==> src/two_wire_pkg.sv <==
package two_wire_pkg;

	// ************************************************************
	// timing
	// ************************************************************
	localparam int CLK_NS = 5;
	localparam int T_QUARTER_NS = 2500;
	localparam int T_BUF_NS = 4700;
	localparam int QUARTER_CYC = (T_QUARTER_NS + CLK_NS - 1) / CLK_NS;
	localparam int BUF_CYC = (T_BUF_NS + CLK_NS - 1) / CLK_NS;
	localparam int TIMER_W = 10;
	localparam logic [TIMER_W-1:0] QUARTER_LOAD = TIMER_W'(QUARTER_CYC);
	localparam logic [TIMER_W-1:0] BUF_LOAD = TIMER_W'(BUF_CYC);
	localparam logic [TIMER_W-1:0] TIMER_ONE = TIMER_W'(1);

	// ************************************************************
	// register map
	// ************************************************************
	localparam logic [7:0] OFF_CTRL = 8'h00;
	localparam logic [7:0] OFF_CODE = 8'h04;
	localparam logic [7:0] OFF_DATA = 8'h08;
	localparam logic [7:0] OFF_OWN = 8'h0C;
	localparam logic [7:0] OFF_IEN = 8'h10;
	localparam logic [7:0] OFF_EV = 8'h14;
	localparam logic [7:0] OFF_MASK = 8'h18;

	localparam int CTL_ENS = 6;
	localparam int CTL_STA = 5;
	localparam int CTL_STO = 4;
	localparam int CTL_SI = 3;
	localparam int CTL_AA = 2;
	localparam int GC_BIT = 0;
	localparam int IEN_GLOBAL = 1;
	localparam int IEN_SERIAL = 0;
	localparam int EV_STATE = 0;
	localparam int EV_STOP = 1;
	localparam int EV_LOST = 2;
	localparam int EV_W = 3;

	// ************************************************************
	// bus state codes
	// ************************************************************
	localparam logic [7:0] C_START = 8'h08;
	localparam logic [7:0] C_RSTART = 8'h10;
	localparam logic [7:0] C_AW_ACK = 8'h18;
	localparam logic [7:0] C_AW_NACK = 8'h20;
	localparam logic [7:0] C_DW_ACK = 8'h28;
	localparam logic [7:0] C_DW_NACK = 8'h30;
	localparam logic [7:0] C_LOST = 8'h38;
	localparam logic [7:0] C_AR_ACK = 8'h40;
	localparam logic [7:0] C_AR_NACK = 8'h48;
	localparam logic [7:0] C_DR_ACK = 8'h50;
	localparam logic [7:0] C_DR_NACK = 8'h58;
	localparam logic [7:0] C_SA_W = 8'h60;
	localparam logic [7:0] C_GC_W = 8'h70;
	localparam logic [7:0] C_SD_ACK = 8'h80;
	localparam logic [7:0] C_SD_NACK = 8'h88;
	localparam logic [7:0] C_GD_ACK = 8'h90;
	localparam logic [7:0] C_GD_NACK = 8'h98;
	localparam logic [7:0] C_SSTOP = 8'hA0;
	localparam logic [7:0] C_SA_R = 8'hA8;
	localparam logic [7:0] C_ST_ACK = 8'hB8;
	localparam logic [7:0] C_ST_NACK = 8'hC0;
	localparam logic [7:0] C_IDLE = 8'hF8;
	localparam logic [3:0] BIT_LAST = 4'h7;
	localparam logic [3:0] BIT_ACK = 4'h8;

	// ************************************************************
	// carriers
	// ************************************************************
	typedef struct packed {
		logic scl;
		logic sda;
	} line_pair_t;

	typedef struct packed {
		logic scl;
		logic sda;
		logic scl_rise;
		logic scl_fall;
		logic start_det;
		logic stop_det;
	} bus_sense_t;

	typedef enum logic [8:0] {
		S_IDLE = 9'h001,
		S_WAIT_FREE = 9'h002,
		S_BUF = 9'h004,
		S_START = 9'h008,
		S_HOLD = 9'h010,
		S_XFER = 9'h020,
		S_STOP = 9'h040,
		S_RSTART = 9'h080,
		S_SLV = 9'h100
	} ctl_state_t;

endpackage

==> src/two_wire_bus_control.sv <==
`timescale 1ns/1ps
// Summary of operation
// - disabled: lines released, inputs ignored, stop cleared
// - start bit low: no start generated
// - start bit: start when free, else after stop
// - start bit as active master, after a byte: repeated start
// - start bit writable any time, even as slave
// - master stop driven, bit cleared on detection
// - slave stop: internal only, unaddressed, cleared
// - start and stop: stop first, then start
// - new state code sets event flag, except F8
// - event flag plus both enables requests interrupt
// - event flag stretches clock low, never pulls high
// - only software clears event flag
// - ack bit low: not acknowledge received data
// - ack bit high: acknowledge address and data
// - general call enable gates general call match
// - slave compares upper seven own address bits
module two_wire_bus_control
	import two_wire_pkg::*;
(
	input wire logic clock,
	input wire logic rst,
	input wire logic hsel,
	input wire logic [31:0] haddr,
	input wire logic [1:0] htrans,
	input wire logic hwrite,
	input wire logic [2:0] hsize,
	input wire logic [31:0] hwdata,
	input wire logic hready,
	output logic hreadyout,
	output logic hresp,
	output logic [31:0] hrdata,
	input wire line_pair_t line_in,
	output line_pair_t line_out,
	output line_pair_t line_oe,
	output logic serial_irq,
	output logic irq
);

	typedef struct packed {
		ctl_state_t st;
		logic [1:0] phase;
		logic [TIMER_W-1:0] timer;
		logic [3:0] bitcnt;
		logic [7:0] shreg;
		logic ens;
		logic start_request_bit;
		logic stop_request_bit;
		logic si;
		logic aa;
		logic [7:0] code;
		logic [7:0] data;
		logic [7:0] own;
		logic glob_en;
		logic ser_en;
		logic [EV_W-1:0] ev;
		logic [EV_W-1:0] ev_mask;
		logic master;
		logic tx;
		logic addr_byte;
		logic byte_done;
		logic rep;
		logic acked;
		logic gcall;
		logic addressed;
		logic load_pend;
		logic busy;
		logic drv_scl;
		logic drv_sda;
		logic hold_scl;
		logic ap_valid;
		logic ap_write;
		logic [7:0] ap_addr;
	} ctl_regs_t;

	ctl_regs_t r;
	ctl_regs_t next_r;
	bus_sense_t s;
	logic load;
	logic [7:0] load_val;
	logic [EV_W-1:0] ev_set;
	logic match_own;
	logic match_gc;
	logic [31:0] rd;

	bus_sense sense_inst (
		.clock(clock),
		.rst(rst),
		.line_in(line_in),
		.sense(s)
	);

	always_comb begin
		next_r = r;
		load = 1'b0;
		load_val = C_IDLE;
		ev_set = '0;
		match_own = 1'b0;
		match_gc = 1'b0;

		// ************************************************************
		// register writes (data phase)
		// ************************************************************
		if (r.ap_valid && r.ap_write) begin
			unique case (r.ap_addr)
				OFF_CTRL: begin
					next_r.ens = hwdata[CTL_ENS];
					next_r.start_request_bit = hwdata[CTL_STA];
					next_r.stop_request_bit = hwdata[CTL_STO];
					if (!hwdata[CTL_SI]) begin
						next_r.si = 1'b0;
					end
					next_r.aa = hwdata[CTL_AA];
				end
				OFF_DATA: next_r.data = hwdata[7:0];
				OFF_OWN: next_r.own = hwdata[7:0];
				OFF_IEN: begin
					next_r.glob_en = hwdata[IEN_GLOBAL];
					next_r.ser_en = hwdata[IEN_SERIAL];
				end
				OFF_EV: next_r.ev = r.ev & ~hwdata[EV_W-1:0];
				OFF_MASK: next_r.ev_mask = hwdata[EV_W-1:0];
				default: ;
			endcase
		end
		next_r.ap_valid = hsel & hready & htrans[1];
		next_r.ap_write = hwrite;
		next_r.ap_addr = haddr[7:0];

		// ************************************************************
		// bus engine
		// ************************************************************
		if (!r.ens) begin
			next_r.st = S_IDLE;
			next_r.stop_request_bit = 1'b0;
			next_r.master = 1'b0;
			next_r.addressed = 1'b0;
			next_r.load_pend = 1'b0;
			next_r.busy = 1'b0;
			next_r.drv_scl = 1'b0;
			next_r.drv_sda = 1'b0;
			next_r.hold_scl = 1'b0;
		end else begin
			if (s.start_det) begin
				next_r.busy = 1'b1;
			end
			if (s.stop_det) begin
				next_r.busy = 1'b0;
				ev_set[EV_STOP] = 1'b1;
			end
			// joins a low clock only; a high line is left alone
			next_r.hold_scl = (r.si | r.load_pend) &
				(r.hold_scl | ~s.scl);
			if (r.timer != '0) begin
				next_r.timer = r.timer - TIMER_ONE;
			end
			if (r.stop_request_bit && !r.master) begin
				next_r.stop_request_bit = 1'b0;
				next_r.addressed = 1'b0;
				next_r.drv_sda = 1'b0;
				next_r.load_pend = 1'b0;
				next_r.st = S_IDLE;
				// unaddressed again: no relevant state, flag untouched
				load = 1'b1;
				load_val = C_IDLE;
			end else if ((r.st == S_IDLE || r.st == S_WAIT_FREE ||
				r.st == S_BUF) && s.start_det) begin
				next_r.st = S_SLV;
				// first clock fall after a start carries no bit
				next_r.bitcnt = '1;
				next_r.addr_byte = 1'b1;
				next_r.tx = 1'b0;
			end else begin
				unique case (r.st)
					S_IDLE: begin
						if (r.start_request_bit && !r.si) begin
							if (r.busy) begin
								next_r.st = S_WAIT_FREE;
							end else begin
								next_r.st = S_BUF;
								next_r.timer = BUF_LOAD;
							end
						end
					end
					S_WAIT_FREE: begin
						if (s.stop_det) begin
							next_r.st = S_BUF;
							next_r.timer = BUF_LOAD;
						end
					end
					S_BUF: begin
						if (!r.start_request_bit) begin
							next_r.st = S_IDLE;
						end else if (r.timer == '0) begin
							next_r.st = S_START;
							next_r.phase = 2'd0;
							next_r.timer = QUARTER_LOAD;
							next_r.rep = 1'b0;
						end
					end
					S_START: begin
						if (r.phase == 2'd0) begin
							if (r.timer == '0 && s.scl) begin
								next_r.drv_sda = 1'b1;
								next_r.phase = 2'd1;
								next_r.timer = QUARTER_LOAD;
							end
						end else if (r.timer == '0) begin
							next_r.drv_scl = 1'b1;
							next_r.master = 1'b1;
							next_r.tx = 1'b1;
							next_r.addr_byte = 1'b1;
							next_r.byte_done = 1'b0;
							load = 1'b1;
							load_val = r.rep ? C_RSTART : C_START;
							next_r.st = S_HOLD;
						end
					end
					S_HOLD: begin
						next_r.phase = 2'd0;
						next_r.timer = QUARTER_LOAD;
						if (!r.si) begin
							if (r.stop_request_bit) begin
								next_r.st = S_STOP;
								next_r.drv_sda = 1'b1;
							end else if (r.start_request_bit && r.byte_done) begin
								next_r.st = S_RSTART;
								next_r.drv_sda = 1'b0;
							end else begin
								next_r.st = S_XFER;
								next_r.shreg = r.data;
								next_r.bitcnt = '0;
							end
						end
					end
					S_XFER: begin
						unique case (r.phase)
							2'd0: begin
								if (r.bitcnt != BIT_ACK) begin
									next_r.drv_sda = r.tx & ~r.shreg[7];
								end else begin
									next_r.drv_sda = ~r.tx & r.aa;
								end
								if (r.timer == '0) begin
									next_r.drv_scl = 1'b0;
									next_r.phase = 2'd1;
									next_r.timer = QUARTER_LOAD;
								end
							end
							2'd1: begin
								if (!s.scl) begin
									// a slave is stretching
									next_r.timer = QUARTER_LOAD;
								end else if (r.timer == '0) begin
									next_r.phase = 2'd2;
									next_r.timer = QUARTER_LOAD;
									if (r.bitcnt != BIT_ACK) begin
										next_r.shreg = {r.shreg[6:0], s.sda};
										if (r.tx && !r.drv_sda && !s.sda) begin
											next_r.master = 1'b0;
											next_r.drv_sda = 1'b0;
											next_r.st = S_IDLE;
											load = 1'b1;
											load_val = C_LOST;
											ev_set[EV_LOST] = 1'b1;
										end
									end else begin
										next_r.acked = ~s.sda;
									end
								end
							end
							2'd2: begin
								if (r.timer == '0) begin
									next_r.drv_scl = 1'b1;
									next_r.phase = 2'd3;
									next_r.timer = QUARTER_LOAD;
								end
							end
							2'd3: begin
								if (r.timer == '0) begin
									next_r.phase = 2'd0;
									next_r.timer = QUARTER_LOAD;
									if (r.bitcnt == BIT_ACK) begin
										next_r.drv_sda = 1'b0;
										next_r.byte_done = 1'b1;
										next_r.addr_byte = 1'b0;
										next_r.st = S_HOLD;
										load = 1'b1;
										if (r.addr_byte) begin
											next_r.tx = ~r.shreg[0];
											if (r.shreg[0]) begin
												load_val = r.acked ? C_AR_ACK : C_AR_NACK;
											end else begin
												load_val = r.acked ? C_AW_ACK : C_AW_NACK;
											end
										end else if (r.tx) begin
											load_val = r.acked ? C_DW_ACK : C_DW_NACK;
										end else begin
											next_r.data = r.shreg;
											load_val = r.acked ? C_DR_ACK : C_DR_NACK;
										end
									end else begin
										next_r.bitcnt = r.bitcnt + 4'h1;
									end
								end
							end
						endcase
					end
					S_STOP: begin
						if (r.phase == 2'd0) begin
							if (r.timer == '0) begin
								next_r.drv_scl = 1'b0;
								next_r.phase = 2'd1;
								next_r.timer = QUARTER_LOAD;
							end
						end else if (r.phase == 2'd1) begin
							if (!s.scl) begin
								next_r.timer = QUARTER_LOAD;
							end else if (r.timer == '0) begin
								next_r.drv_sda = 1'b0;
								next_r.phase = 2'd2;
							end
						end else if (s.stop_det) begin
							next_r.stop_request_bit = 1'b0;
							next_r.master = 1'b0;
							next_r.st = S_IDLE;
							load = 1'b1;
							load_val = C_IDLE;
						end
					end
					S_RSTART: begin
						if (r.timer == '0) begin
							next_r.drv_scl = 1'b0;
							next_r.st = S_START;
							next_r.phase = 2'd0;
							next_r.timer = QUARTER_LOAD;
							next_r.rep = 1'b1;
						end
					end
					S_SLV: begin
						if (s.start_det) begin
							next_r.bitcnt = '1;
							next_r.addr_byte = 1'b1;
							next_r.addressed = 1'b0;
							next_r.drv_sda = 1'b0;
							next_r.tx = 1'b0;
						end else if (s.stop_det) begin
							if (r.addressed) begin
								load = 1'b1;
								load_val = C_SSTOP;
							end
							next_r.addressed = 1'b0;
							next_r.drv_sda = 1'b0;
							next_r.load_pend = 1'b0;
							next_r.st = S_IDLE;
						end else if (r.load_pend && !r.si) begin
							// clock is still held one more cycle
							next_r.shreg = r.data;
							next_r.drv_sda = ~r.data[7];
							next_r.load_pend = 1'b0;
						end else if (s.scl_rise) begin
							if (r.bitcnt != BIT_ACK) begin
								next_r.shreg = {r.shreg[6:0], s.sda};
							end else if (r.tx) begin
								next_r.acked = ~s.sda;
							end
						end else if (s.scl_fall) begin
							if (r.bitcnt == BIT_LAST) begin
								next_r.bitcnt = BIT_ACK;
								if (r.addr_byte) begin
									match_own = r.shreg[7:1] == r.own[7:1];
									match_gc = r.own[GC_BIT] &&
										r.shreg == 8'h00;
									if ((match_own || match_gc) && r.aa) begin
										next_r.drv_sda = 1'b1;
										next_r.gcall = match_gc;
										next_r.tx = r.shreg[0] & match_own;
									end else begin
										next_r.st = S_IDLE;
									end
								end else if (r.tx) begin
									next_r.drv_sda = 1'b0;
								end else begin
									next_r.drv_sda = r.aa;
									next_r.acked = r.aa;
								end
							end else if (r.bitcnt == BIT_ACK) begin
								next_r.drv_sda = 1'b0;
								next_r.bitcnt = '0;
								load = 1'b1;
								if (r.addr_byte) begin
									next_r.addressed = 1'b1;
									next_r.addr_byte = 1'b0;
									next_r.load_pend = r.tx;
									if (r.tx) begin
										load_val = C_SA_R;
									end else begin
										load_val = r.gcall ? C_GC_W : C_SA_W;
									end
								end else if (r.tx) begin
									next_r.load_pend = r.acked;
									next_r.addressed = r.acked;
									load_val = r.acked ? C_ST_ACK : C_ST_NACK;
								end else begin
									next_r.data = r.shreg;
									next_r.addressed = r.acked;
									if (r.gcall) begin
										load_val = r.acked ? C_GD_ACK : C_GD_NACK;
									end else begin
										load_val = r.acked ? C_SD_ACK : C_SD_NACK;
									end
								end
							end else begin
								next_r.bitcnt = r.bitcnt + 4'h1;
								next_r.drv_sda = r.tx & ~r.shreg[7];
							end
						end
					end
				endcase
			end
		end

		// hardware set beats a same-cycle software clear
		if (load) begin
			next_r.code = load_val;
			if (load_val != C_IDLE) begin
				next_r.si = 1'b1;
				ev_set[EV_STATE] = 1'b1;
			end
		end
		next_r.ev = next_r.ev | ev_set;
	end

	always_ff @(posedge clock or posedge rst) begin
		if (rst) begin
			r <= '0;
			r.st <= S_IDLE;
			r.code <= C_IDLE;
		end else begin
			r <= next_r;
		end
	end

	// ************************************************************
	// outputs
	// ************************************************************
	always_comb begin
		rd = '0;
		unique case (r.ap_addr)
			OFF_CTRL: begin
				rd[CTL_ENS] = r.ens;
				rd[CTL_STA] = r.start_request_bit;
				rd[CTL_STO] = r.stop_request_bit;
				rd[CTL_SI] = r.si;
				rd[CTL_AA] = r.aa;
			end
			OFF_CODE: rd[7:0] = r.code;
			OFF_DATA: rd[7:0] = r.data;
			OFF_OWN: rd[7:0] = r.own;
			OFF_IEN: begin
				rd[IEN_GLOBAL] = r.glob_en;
				rd[IEN_SERIAL] = r.ser_en;
			end
			OFF_EV: rd[EV_W-1:0] = r.ev;
			OFF_MASK: rd[EV_W-1:0] = r.ev_mask;
			default: ;
		endcase
	end

	assign hrdata = (r.ap_valid && !r.ap_write) ? rd : '0;
	assign hreadyout = 1'b1;
	assign hresp = 1'b0;
	assign serial_irq = r.si & r.glob_en & r.ser_en;
	assign irq = |(r.ev & r.ev_mask);
	assign line_out = '0;
	assign line_oe.scl = r.drv_scl | r.hold_scl;
	assign line_oe.sda = r.drv_sda;

endmodule

==> src/bus_sense.sv <==
`timescale 1ns/1ps
module bus_sense
	import two_wire_pkg::*;
(
	input wire logic clock,
	input wire logic rst,
	input wire line_pair_t line_in,
	output bus_sense_t sense
);

	typedef struct packed {
		logic [1:0] s1;
		logic [1:0] s2;
		logic [1:0] s3;
	} sense_state_t;

	sense_state_t r;
	sense_state_t next_r;

	always_comb begin
		next_r.s1 = {line_in.scl, line_in.sda};
		next_r.s2 = r.s1;
		next_r.s3 = r.s2;
	end

	always_ff @(posedge clock or posedge rst) begin
		if (rst) begin
			// idle lines are high: no false edge right after reset
			r <= '1;
		end else begin
			r <= next_r;
		end
	end

	// only s2 and s3 are looked at; s1 may be metastable
	always_comb begin
		sense.scl = r.s2[1];
		sense.sda = r.s2[0];
		sense.scl_rise = r.s2[1] & ~r.s3[1];
		sense.scl_fall = ~r.s2[1] & r.s3[1];
		sense.start_det = r.s2[1] & r.s3[1] & ~r.s2[0] & r.s3[0];
		sense.stop_det = r.s2[1] & r.s3[1] & r.s2[0] & ~r.s3[0];
	end

endmodule

==> config.mk <==
export PLATFORM = sky130hd
export DESIGN_NAME = two_wire_bus_control
export DESIGN_NICKNAME = d
export VERILOG_FILES = /design/src/two_wire_pkg.sv /design/src/two_wire_bus_control.sv /design/src/bus_sense.sv
export SDC_FILE = /design/constraint.sdc
export NUM_CORES = 1
export LEC_CHECK = 0
export BUFFER_PORTS_ARGS = -buffer_cell sky130_fd_sc_hd__buf_2
export CAP_MARGIN = 25
export CORE_UTILIZATION = 35
export CTS_CLUSTER_SIZE = 16
export DETAILED_ROUTE_END_ITERATION = 8
export GPL_TIMING_DRIVEN = 0
export PLACE_DENSITY = 0.52
export SLEW_MARGIN = 20
export SYNTH_ARGS = -nofsm -noshare
export SYNTH_HDL_FRONTEND = slang
export SYNTH_SLANG_ARGS = --single-unit
==> constraint.sdc <==
create_clock -name clock -period 4.65 [get_ports clock]
set_input_delay 1.1625 -clock clock [delete_from_list [all_inputs] [get_ports clock]]
set_output_delay 1.1625 -clock clock [all_outputs]
set_load 0.01 [all_outputs]
==> results.py, run 1 <==
metrics = {
    "clock_network": {
        "clock_root_buffer_master": "sky130_fd_sc_hd__clkbuf_16",
        "cts.path.max_buffers": 2,
        "cts_buffers": 9,
        "cts.sinks": 96,
        "cts_hold_repair.buffers": 0,
        "worst_setup_hold_path_clk_slew_ns": 0.07,
        "post_cts_resized": 0,
        "clock_latency_ns": 0.37,
        "tritoncts": "done",
        "cts_setup_buffers": 0,
        "maximum_level_of_the_cts_h_tree": 3,
    },
    "power_and_ir_drop": {
        "total_switching_power_uw": 950,
        "power.combinational.fraction": 0.286,
        "irDropWorstVdd_mv": 0.169,
        "p_seq_frac": 0.409,
        "internal_power_uw": 1680,
        "clockPowerShare": 0.306,
        "power_per_cell_area_nw_per_um2": 336,
        "swShare": 0.362,
        "total_leakage_power_uw": 0.00322,
    },
    "routing": {
        "drt-wirelength-per-cell_um": 20.6,
        "final_antenna_net_count": 0,
        "via_density_per_instance": 5.80,
        "via_count": 6662,
        "drc": 0,
        "detail_route.first_pass.iterations": 7,
        "drt_wl_total_um": 23600,
        "drt_iter0_markers": 530,
    },
    "worst_setup_path": {
        "regToRegStartpoint": "r[84]$_DFFE_PP1P_",
        "critPathCapture": "hrdata[0]",
        "slowest_cp_cell": "sky130_fd_sc_hd__nor4_1",
        "data_required_critical_path_ns": 3.49,
        "reg2reg_setup_slack_ns": 1.44,
        "worst_r2r_endpoint": "r[21]$_DFFE_PP0P_",
        "critPathMaxFanout": 10,
        "timing_worst_setup_path_type": "reg2out",
        "critPathArrivalTime_ns": 2.53,
        "critical-path-max-stage-delay_ns": 0.64,
        "worstPathCellList": "nor4_1, and3_1, clkbuf_1, o41ai_1, a21oi_1, buf_2",
        "critical_path.endpoint_type": "primary output",
        "type_of_origin_of_the_critical_path": "flop",
        "timing.critical_path.from": "r[5]$_DFF_PP0_",
        "reg2regPathDepth": 8,
    },
    "placement": {
        "placedInstanceArea_um2": 7510,
        "number_of_i_o_port_buffers": 35,
        "numPlacedInstances": 1132,
        "gp_routability_congestion": 0.969,
        "minimum_setup_slack_after_placement_ns": 1.34,
        "detailed_place_hpwl_um": 17700,
    },
    "timing": {
        "period_minus_slack_ns": 3.70,
        "tns_ns": 0,
        "timing.clock.skew_ns": 0.0134,
        "hold_ws_ns": 0.357,
        "max-slew-margin-rel": 0.286,
        "hold_violations": 0,
        "worstMarginPinSlew_ns": 1.06,
        "postLayoutSetupSlackWorst_ns": 0.953,
        "timing.final.setup_violations": 0,
        "drv_slew": 0,
        "achievable_frequency_mhz": 270,
        "setup_repair_after_global_routing_missed_its_margin": "no",
        "timing.final.crit_share": 0.795,
    },
    "global_route": {
        "grt_start_max_net_pins": 62,
        "globalRoute.totalOverflow": 0,
        "grt_use_total": 0.243,
        "grt_pass1_wl_um": 37200,
        "initial_antenna_violation_count": 0,
        "first_global_vias": 6403,
    },
    "floorplan": {
        "die_x_um": 142,
        "core.rowCount": 50,
        "floorplan.die.height_um": 142,
        "dieArea_um2": 20200,
        "ioPinCount": 116,
        "starting_utilization_of_the_core_area": 0.363,
        "fp.coreArea_um2": 19000,
    },
    "yosys": {
        "synth-edff-count": 0,
        "async_flop_share": 1.00,
        "synth.ff_latch_count": 96,
        "syn-instance-count": 809,
        "yosys_warnings": 0,
        "synth_cell_types": 75,
        "synth_most_common_cell": "sky130_fd_sc_hd__dfrtp_1",
        "synthDominantAreaCellType": "sky130_fd_sc_hd__dfrtp_1",
        "sequential_cell_area_fraction_in_the_yosys_report": 0.352,
        "synthesis.area_per_instance_um2": 8.50,
        "dominantRegCellSynth": "sky130_fd_sc_hd__dfrtp_1",
        "netlist_top_cells_count": "84 x sky130_fd_sc_hd__dfrtp_1, 67 x sky130_fd_sc_hd__nand2_1, 67 x sky130_fd_sc_hd__nor2_1",
        "ys_top_cells_by_area": "sky130_fd_sc_hd__dfrtp_1 31%, sky130_fd_sc_hd__dfstp_2 4.6%, sky130_fd_sc_hd__mux2_2 4.6%",
        "syn_area_um2": 6880,
        "synth_top_area_share": 0.306,
    },
    "flow_run": {
        "max_cap_viol_count": 0,
    },
    "layout": {
        "fin_nets": 969,
        "layout.cells.non_filler": 1148,
        "drive_gt1_frac": 0.186,
        "syn2layout_area_growth_pct": 13.8,
        "diodes": 0,
        "finish.instance_area_um2": 7820,
        "fillers": 1923,
    },
    "outcome": {
        "status": "finished, final reports clean",
    },
    "min_path": {
        "hold_path_class": "reg2reg",
    },
}
registers in the layout, summed over array words and instances, names as in the netlist:
signal,cells
r,89
sense_inst.next_r,2
line_oe,1
sense_inst.r,2
sense_inst.sense,2
how the worst min path moves through the flow:
stage | start | endpoint | slack, ns | cells past startpoint
floorplan | sense_inst.next_r[2]$_DFF_PP1_ | sense_inst.sense[4]$_DFF_PP1_ | 0.35 | 0
detailed placement | sense_inst.next_r[3]$_DFF_PP1_ | sense_inst.sense[5]$_DFF_PP1_ | 0.35 | 0
CTS | sense_inst.next_r[3]$_DFF_PP1_ | sense_inst.sense[5]$_DFF_PP1_ | 0.36 | 0
global placement | sense_inst.next_r[2]$_DFF_PP1_ | sense_inst.sense[4]$_DFF_PP1_ | 0.35 | 0
finish | sense_inst.next_r[3]$_DFF_PP1_ | sense_inst.sense[5]$_DFF_PP1_ | 0.36 | 0
global route | sense_inst.next_r[3]$_DFF_PP1_ | sense_inst.sense[5]$_DFF_PP1_ | 0.36 | 0
final cells by class:
| class | count | area [µm²] | share of cell area |
|---|---|---|---|
| multi-input cells | 639 | 4020 | 0.514 |
| flip-flops and latches | 96 | 2420 | 0.309 |
| plain buffers | 79 | 453 | 0.0579 |
| well taps | 260 | 325 | 0.0416 |
| clock buffers | 9 | 225 | 0.0288 |
| repair buffers | 37 | 210 | 0.0269 |
| clock inverters | 7 | 83.8 | 0.0107 |
| inverters | 21 | 83.8 | 0.0107 |
critical path, delay by kind of cell (launching register included):
family / cells / cell delay, ns
and+or+nand+nor: 2 / 0.95
DFF: 1 / 0.39
AOI/OAI and AO/OA: 2 / 0.33
buffers and inverters: 2 / 0.51
power groups by stage:
stage / logic (µW) / clock network, µW / registers, µW
2_1_floorplan: 556 / 0 / 1040
3_3_place_gp: 737 / 0 / 1090
3_5_place_dp: 736 / 0 / 1080
4_1_cts: 738 / 822 / 1070
5_1_grt: 826 / 852 / 1090
6_report: 750 / 803 / 1070
routing by layer:
| layer | track usage | share of wire | vias to the layer above |
|---|---|---|---|
| li1 | - | - | 3100 |
| met3 | 0.0421 | 0.074 | 53 |
| met1 | 0.330 | 0.44 | 3191 |
| met5 | 0 | 0 | - |
| met4 | 0.108 | 0.026 | 0 |
| met2 | 0.377 | 0.46 | 318 |
metrics by stage:
| stage | power (µW) | utilization |
|---|---|---|
| after floorplan | 1600 | - |
| after global placement | 1820 | 0.394 |
| after detailed placement | 1820 | 0.396 |
| after CTS | 2630 | 0.413 |
| after global routing | 2770 | 0.413 |
| final | 2630 | 0.413 |
kinds of logic (layout without fill, tap and decap cells):
logic type	Yosys count	after routing	share of synthesized area
compound gates	227	227	0.221
xor+xnor	16	16	0.0204
fa+ha+maj	10	10	0.0182
buf+inv	100	153	0.0773
flops	96	96	0.352
mux	40	40	0.0633
other cells	2	28	0.00109
simple gates	318	318	0.247
placed cells by master (no fill, tap or decap), types with 7 or more instances in the layout:
cell                         n
sky130_fd_sc_hd__dfstp_2    12
sky130_fd_sc_hd__nor3_1     33
sky130_fd_sc_hd__nand3_1    34
sky130_fd_sc_hd__a222oi_1    8
sky130_fd_sc_hd__nand4_1    13
sky130_fd_sc_hd__nand2b_1   14
sky130_fd_sc_hd__clkbuf_1   31
sky130_fd_sc_hd__a211oi_1    7
sky130_fd_sc_hd__a21oi_1    55
sky130_fd_sc_hd__o22ai_1    14
sky130_fd_sc_hd__nor4_1      9
sky130_fd_sc_hd__dfrtp_1    84
sky130_fd_sc_hd__conb_1     28
sky130_fd_sc_hd__a31oi_1    11
sky130_fd_sc_hd__ha_1       10
sky130_fd_sc_hd__o21ai_0    49
sky130_fd_sc_hd__nor3b_1     7
sky130_fd_sc_hd__xnor2_1    11
sky130_fd_sc_hd__mux2i_1    12
sky130_fd_sc_hd__a22oi_1     8
sky130_fd_sc_hd__mux2_2     28
sky130_fd_sc_hd__clkbuf_16   9
sky130_fd_sc_hd__nor2_1     67
sky130_fd_sc_hd__and3_1     15
sky130_fd_sc_hd__buf_2      49
sky130_fd_sc_hd__a2bb2oi_1   8
sky130_fd_sc_hd__buf_4      32
sky130_fd_sc_hd__nor2b_1    13
sky130_fd_sc_hd__or3_1       7
sky130_fd_sc_hd__inv_1      19
sky130_fd_sc_hd__nand2_1    67
Note: power is estimated with default switching activity, not from simulation.
==> run 2: changes to the inputs <==
--- a/config.mk
+++ b/config.mk
@@ -11,7 +11,7 @@
 export CTS_CLUSTER_SIZE = 16
 export DETAILED_ROUTE_END_ITERATION = 8
 export GPL_TIMING_DRIVEN = 0
-export PLACE_DENSITY = 0.52
+export PLACE_DENSITY = 0.54
 export SLEW_MARGIN = 20
 export SYNTH_ARGS = -nofsm -noshare
 export SYNTH_HDL_FRONTEND = slang
==> constraint.sdc (replaced) <==
create_clock -name clock -period 3 [get_ports clock]
set_input_delay 0.75 -clock clock [delete_from_list [all_inputs] [get_ports clock]]
set_output_delay 0.75 -clock clock [all_outputs]
set_load 0.01 [all_outputs]
==> run 2 against run 1 <==
  * Register-to-register slack got worse by 1.3 ns
  * Sequential cell count is the same
  * Clock power increased by 72%
  * Clock-buffer cell count rose by 1
  * Total power increased by 63%
  * Critical path depth up 3
  * Routed wire length grew 0.46%
  * Critical endpoint is now r[79]$_DFFE_PP0P_
  * Via count rose by 1.6%
  * Sequential power rose by 56%
  * Clock skew down 0.0021 ns
==> results.py, run 2 (same netlist as run 1, synthesis figures left out) <==
metrics = {
    "layout": {
        "final_common_cell": "sky130_fd_sc_hd__dfrtp_1",
        "top_register": "r",
        "drive_gt1_frac": 0.221,
        "finish.instance_area_um2": 8090,
        "syn2layout_area_growth_pct": 17.7,
        "fin_nets": 976,
        "diodes": 0,
        "fillers": 1965,
        "most_frequent_cells_in_the_layout": "84 x sky130_fd_sc_hd__dfrtp_1, 67 x sky130_fd_sc_hd__nand2_1, 65 x sky130_fd_sc_hd__nor2_1",
        "largest_register_ffs": 89,
        "layout.cells.non_filler": 1155,
    },
    "worst_setup_path": {
        "critPathMaxFanout": 10,
        "crit_buf_inv": 2,
        "regToRegStartpoint": "r[84]$_DFFE_PP1P_",
        "data_required_critical_path_ns": 3.26,
        "worstPathCellList": "clkbuf_4, xor2_1, o211ai_1, buf_4, o211ai_1, o211ai_1, or2_2, o21ai_0, a22o_1",
        "worst_r2r_endpoint": "r[79]$_DFFE_PP0P_",
        "reg2reg_setup_slack_ns": 0.11,
        "type_of_origin_of_the_critical_path": "flop",
        "reg2regPathDepth": 9,
        "crit_path_frequent_cell": "sky130_fd_sc_hd__o211ai_1",
        "cpLargestDelayFamily": "compound AO/OA/AOI/OAI gates",
        "critical-path-max-stage-delay_ns": 0.60,
        "critPathArrivalTime_ns": 3.15,
        "slowest_cp_cell": "sky130_fd_sc_hd__dfstp_2",
        "critical_path.endpoint_type": "flop",
        "timing.critical_path.depth": 9,
        "timing_worst_setup_path_type": "reg2reg",
        "timing.critical_path.from": "r[84]$_DFFE_PP1P_",
    },
    "routing": {
        "drt_iter0_markers": 558,
        "drt_wl_total_um": 23700,
        "via_density_per_instance": 5.86,
        "drc": 0,
        "detail_route.first_pass.iterations": 8,
        "drt-wirelength-per-cell_um": 20.5,
        "via_count": 6766,
        "final_antenna_net_count": 0,
    },
    "power_and_ir_drop": {
        "total_leakage_power_uw": 0.00331,
        "total_switching_power_uw": 1480,
        "power_per_cell_area_nw_per_um2": 528,
        "power.combinational.fraction": 0.284,
        "internal_power_uw": 2790,
        "irDropWorstVdd_mv": 0.293,
        "clockPowerShare": 0.324,
        "swShare": 0.347,
        "p_seq_frac": 0.392,
    },
    "timing": {
        "timing.clock.skew_ns": 0.0113,
        "worstMarginPinSlew_ns": 0.935,
        "hold_violations": 0,
        "timing.final.crit_share": 0.965,
        "period_minus_slack_ns": 2.89,
        "setup_repair_after_global_routing_missed_its_margin": "no",
        "achievable_frequency_mhz": 345,
        "drv_slew": 0,
        "timing.final.setup_violations": 0,
        "max-slew-margin-rel": 0.375,
    },
    "global_route": {
        "grt.busiest_layer": "met2",
        "globalRoute.totalOverflow": 0,
        "grt_start_max_net_pins": 33,
        "global_route_track_usage_on_met1": 0.338,
        "globalRouteMet2Util": 0.374,
        "initial_antenna_violation_count": 0,
        "grt_use_met3": 0.0279,
        "grt_pass1_wl_um": 36900,
        "first_global_vias": 6292,
        "grt_use_total": 0.240,
    },
    "clock_network": {
        "maximum_level_of_the_cts_h_tree": 3,
        "clock_root_buffer_master": "sky130_fd_sc_hd__clkbuf_16",
        "worst_setup_hold_path_clk_slew_ns": 0.07,
        "tritoncts": "done",
        "cts_buffers": 9,
        "cts.path.max_buffers": 2,
        "clock_latency_ns": 0.36,
        "cts.sinks": 96,
        "cts_hold_repair.buffers": 0,
    },
    "floorplan": {
        "ioPinCount": 116,
        "die_x_um": 142,
        "dieArea_um2": 20200,
        "floorplan.die.height_um": 142,
        "fp.coreArea_um2": 19000,
        "starting_utilization_of_the_core_area": 0.363,
        "core.rowCount": 50,
    },
    "placement": {
        "number_of_i_o_port_buffers": 35,
        "placedInstanceArea_um2": 7540,
        "numPlacedInstances": 1133,
        "gp_routability_congestion": 0.940,
        "detailed_place_hpwl_um": 17600,
    },
    "min_path": {
        "min_delay_path_depth": 0,
        "min_delay_worst_endpoint": "sense_inst.sense[4]$_DFF_PP1_",
        "hold_path_class": "reg2reg",
        "worstHoldStart": "sense_inst.next_r[2]$_DFF_PP1_",
    },
    "flow_run": {
        "max_cap_viol_count": 0,
    },
    "outcome": {
        "status": "finished, final reports clean",
    },
}
## run 2: how the worst max path moves through the flow
stage	to
6_report	r[79]$_DFFE_PP0P_
5_1_grt	r[83]$_DFFE_PP0P_
4_1_cts	r[63]$_DFFE_PP0P_
3_5_place_dp	r[44]$_DFF_PP0_
3_3_place_gp	r[44]$_DFF_PP0_
2_1_floorplan	r[89]$_DFFE_PP0P_
## run 2: through the flow
step | hold WS [ns] | total power (µW) | worst slack, ns | utilization | setup TNS (ns)
finish | 0.356 | 4270 | 0.105 | 0.427 | 0
global route | 0.363 | 4460 | 0.00289 | 0.427 | 0
CTS | 0.355 | 4220 | 0.000636 | 0.420 | 0
detailed placement | 0.347 | 2820 | -0.431 | 0.398 | -3.98
global placement | 0.347 | 2820 | -0.461 | 0.394 | -4.69
floorplan | 0.345 | 2480 | 0.613 | - | 0
## run 2: power groups by stage
stage	Sequential [µW]	Combinational (µW)	Clock, µW
after floorplan	1610	862	0
after global placement	1680	1140	0
after detailed placement	1680	1140	0
after CTS	1660	1150	1410
after global routing	1690	1320	1450
final	1670	1210	1380
## run 2: routing by layer
metal,wire length (µm),vias to the layer above
met2,10800,343
met4,722,0
met3,1680,51
met5,0,-
met1,10500,3267
li1,-,3105
## run 2: timing repair
action | 4_1_cts | 5_1_grt
pin swaps | 3 | 2
gates resized for setup | 8 | 30
endpoints found under the setup margin | 25 | 53
setup buffers | 5 | 3
## run 2: area by class of cell
cell class	count	area, µm²	area share
multi-input combinational	639	4170	0.516
timing repair buffer	46	295	0.0365
tap	260	325	0.0402
clock buffer	10	229	0.0283
sequential	96	2420	0.299
inverter	21	82.6	0.0102
buffer	77	453	0.0560
clock inverter	6	115	0.0142
==> run 3: changes to the inputs <==
==> constraint.sdc (replaced) <==
create_clock -name clock -period 3 [get_ports clock]
set_input_delay 0.15 -clock clock [delete_from_list [all_inputs] [get_ports clock]]
set_output_delay 0.15 -clock clock [all_outputs]
set_load 0.01 [all_outputs]
==> run 3 against run 2 <==
  * Clock-buffer cell count grew 2
  * Largest power group unchanged
  * Hold slack worse by 0.33 ns
  * Critical endpoint is now r[72]$_DFFE_PP0P_
  * Setup slack worse by 0.079 ns
==> results.py, run 3 (same netlist as run 1, synthesis figures left out) <==
metrics = {
    "outcome": {
        "status": "finished, final reports clean",
    },
    "timing": {
        "max-slew-margin-rel": 0.366,
        "setup_repair_after_global_routing_missed_its_margin": "yes",
        "worstMarginPinSlew_ns": 0.947,
        "tns_ns": 0,
        "timing.clock.skew_ns": 0.00590,
        "timing.final.setup_violations": 0,
        "achievable_frequency_mhz": 336,
        "hold_violations": 0,
        "period_minus_slack_ns": 2.97,
        "drv_slew": 0,
        "timing.final.crit_share": 0.991,
    },
    "layout": {
        "fin_nets": 986,
        "top_register": "r",
        "utilization": 0.426,
        "most_frequent_cells_in_the_layout": "84 x sky130_fd_sc_hd__dfrtp_1, 67 x sky130_fd_sc_hd__nand2_1, 65 x sky130_fd_sc_hd__nor2_1",
        "fillers": 1961,
        "multi_input_comb_area_um2": 4120,
        "largest_register_ffs": 89,
        "final_common_cell": "sky130_fd_sc_hd__dfrtp_1",
        "diodes": 0,
        "seq_area_um2": 2420,
        "drive_gt1_frac": 0.203,
        "finish.instance_area_um2": 8070,
        "syn2layout_area_growth_pct": 17.4,
    },
    "placement": {
        "gp_routability_congestion": 0.957,
        "number_of_i_o_port_buffers": 35,
        "detailed_place_hpwl_um": 17200,
        "placedInstanceArea_um2": 7510,
    },
    "power_and_ir_drop": {
        "swShare": 0.353,
        "power_per_cell_area_nw_per_um2": 504,
        "total_switching_power_uw": 1430,
        "fin_total_pwr_uw": 4070,
        "internal_power_uw": 2630,
        "total_leakage_power_uw": 0.00332,
        "clockPowerShare": 0.296,
        "irDropWorstVdd_mv": 0.275,
        "power.combinational.fraction": 0.295,
        "p_seq_frac": 0.410,
    },
    "routing": {
        "via_count": 6796,
        "drc": 0,
        "detail_route.first_pass.iterations": 6,
        "drt_iter0_markers": 665,
        "drt-wirelength-per-cell_um": 20.3,
        "via_density_per_instance": 5.83,
        "drt_wl_total_um": 23600,
        "final_antenna_net_count": 0,
    },
    "clock_network": {
        "cts.path.max_buffers": 2,
        "cts.sinks": 96,
        "tritoncts": "done",
        "clock_root_buffer_master": "sky130_fd_sc_hd__clkbuf_16",
        "cts_buffers": 9,
        "maximum_level_of_the_cts_h_tree": 3,
        "clock_latency_ns": 0.35,
        "worst_setup_hold_path_clk_slew_ns": 0.07,
    },
    "worst_setup_path": {
        "reg2reg_setup_slack_ns": 0.03,
        "critical_path.endpoint_type": "flop",
        "type_of_origin_of_the_critical_path": "flop",
        "critPathArrivalTime_ns": 3.19,
        "critPathMaxFanout": 10,
        "timing_worst_setup_path_type": "reg2reg",
        "data_required_critical_path_ns": 3.22,
    },
    "min_path": {
        "hold_path_class": "in2reg",
    },
    "global_route": {
        "first_global_vias": 6486,
        "grt_use_total": 0.241,
        "globalRoute.totalOverflow": 0,
        "grt_pass1_wl_um": 37300,
        "grt_start_max_net_pins": 59,
        "initial_antenna_violation_count": 0,
    },
    "floorplan": {
        "dieArea_um2": 20200,
        "floorplan.die.height_um": 142,
        "core.rowCount": 50,
        "fp.coreArea_um2": 19000,
        "starting_utilization_of_the_core_area": 0.363,
        "die_x_um": 142,
        "ioPinCount": 116,
    },
    "flow_run": {
        "max_cap_viol_count": 0,
    },
}
## run 3: repair_timing
action,in CTS,in global routing
hold buffers,12,0
setup buffers,6,0
cloned,0,0
setup endpoints to repair,16,35
endpoints found under the hold margin,47,0
pin swaps,3,1
resized for setup,5,18
## run 3: layer usage
metal	vias to the layer above	track usage	share of wire	routed length (µm)
met4	0	0.105	0.029	686
met3	61	0.0407	0.083	1960
met1	3249	0.336	0.44	10400
met5	-	0	0	0
met2	354	0.367	0.45	10500
li1	3132	-	-	-
## run 3: power groups by stage
stage / logic [µW] / registers, µW / clock network (µW)
floorplan: 862 / 1610 / 0
global placement: 1130 / 1680 / 0
detailed placement: 1140 / 1680 / 0
CTS: 1160 / 1660 / 1230
global route: 1320 / 1690 / 1280
finish: 1200 / 1670 / 1200
## run 3: stage by stage
| stage | hold slack (ns) | worst slack, ns | instances |
|---|---|---|---|
| 2_1_floorplan | 0.154 | 0.364 | 835 |
| 3_3_place_gp | 0.256 | -0.949 | 1130 |
| 3_5_place_dp | 0.174 | -0.132 | 1132 |
| 4_1_cts | 0.0200 | 0.00582 | 1166 |
| 5_1_grt | 0.0424 | -0.0301 | 1165 |
| 6_report | 0.0279 | 0.0264 | 1165 |
## run 3: worst paths after layout
| check | startpoint | endpoint | cells past startpoint |
|---|---|---|---|
| max reg2reg | r[85]$_DFFE_PP0P_ | r[72]$_DFFE_PP0P_ | 8 |
| min reg2reg | sense_inst.next_r[2]$_DFF_PP1_ | sense_inst.sense[4]$_DFF_PP1_ | 0 |
| max in group asynchronous | rst | r[54]$_DFFE_PP1P_ | 4 |
| min in group asynchronous | rst | r[64]$_DFFE_PP0P_ | 3 |
| max | r[85]$_DFFE_PP0P_ | r[72]$_DFFE_PP0P_ | 8 |
| min | hready | r[9]$_DFF_PP0_ | 2 |
## run 3: final cells by class
class	count	area share
Buffer	78	0.0560
Clock buffer	12	0.0305
Clock inverter	4	0.00651
Inverter	21	0.0104
Multi-Input combinational cell	639	0.510
Sequential cell	96	0.299
Tap cell	260	0.0403
Timing Repair Buffer	55	0.0465
## run 3: worst max-delay path: stages (launching register included)
cell	delay (ns)
sky130_fd_sc_hd__dfrtp_1	0.46
sky130_fd_sc_hd__buf_6	0.18
sky130_fd_sc_hd__nor4_1	0.64
sky130_fd_sc_hd__nand3_1	0.37
sky130_fd_sc_hd__o211ai_1	0.24
sky130_fd_sc_hd__o211ai_1	0.23
sky130_fd_sc_hd__nor4_1	0.51
sky130_fd_sc_hd__o21a_1	0.17
sky130_fd_sc_hd__a21oi_1	0.04
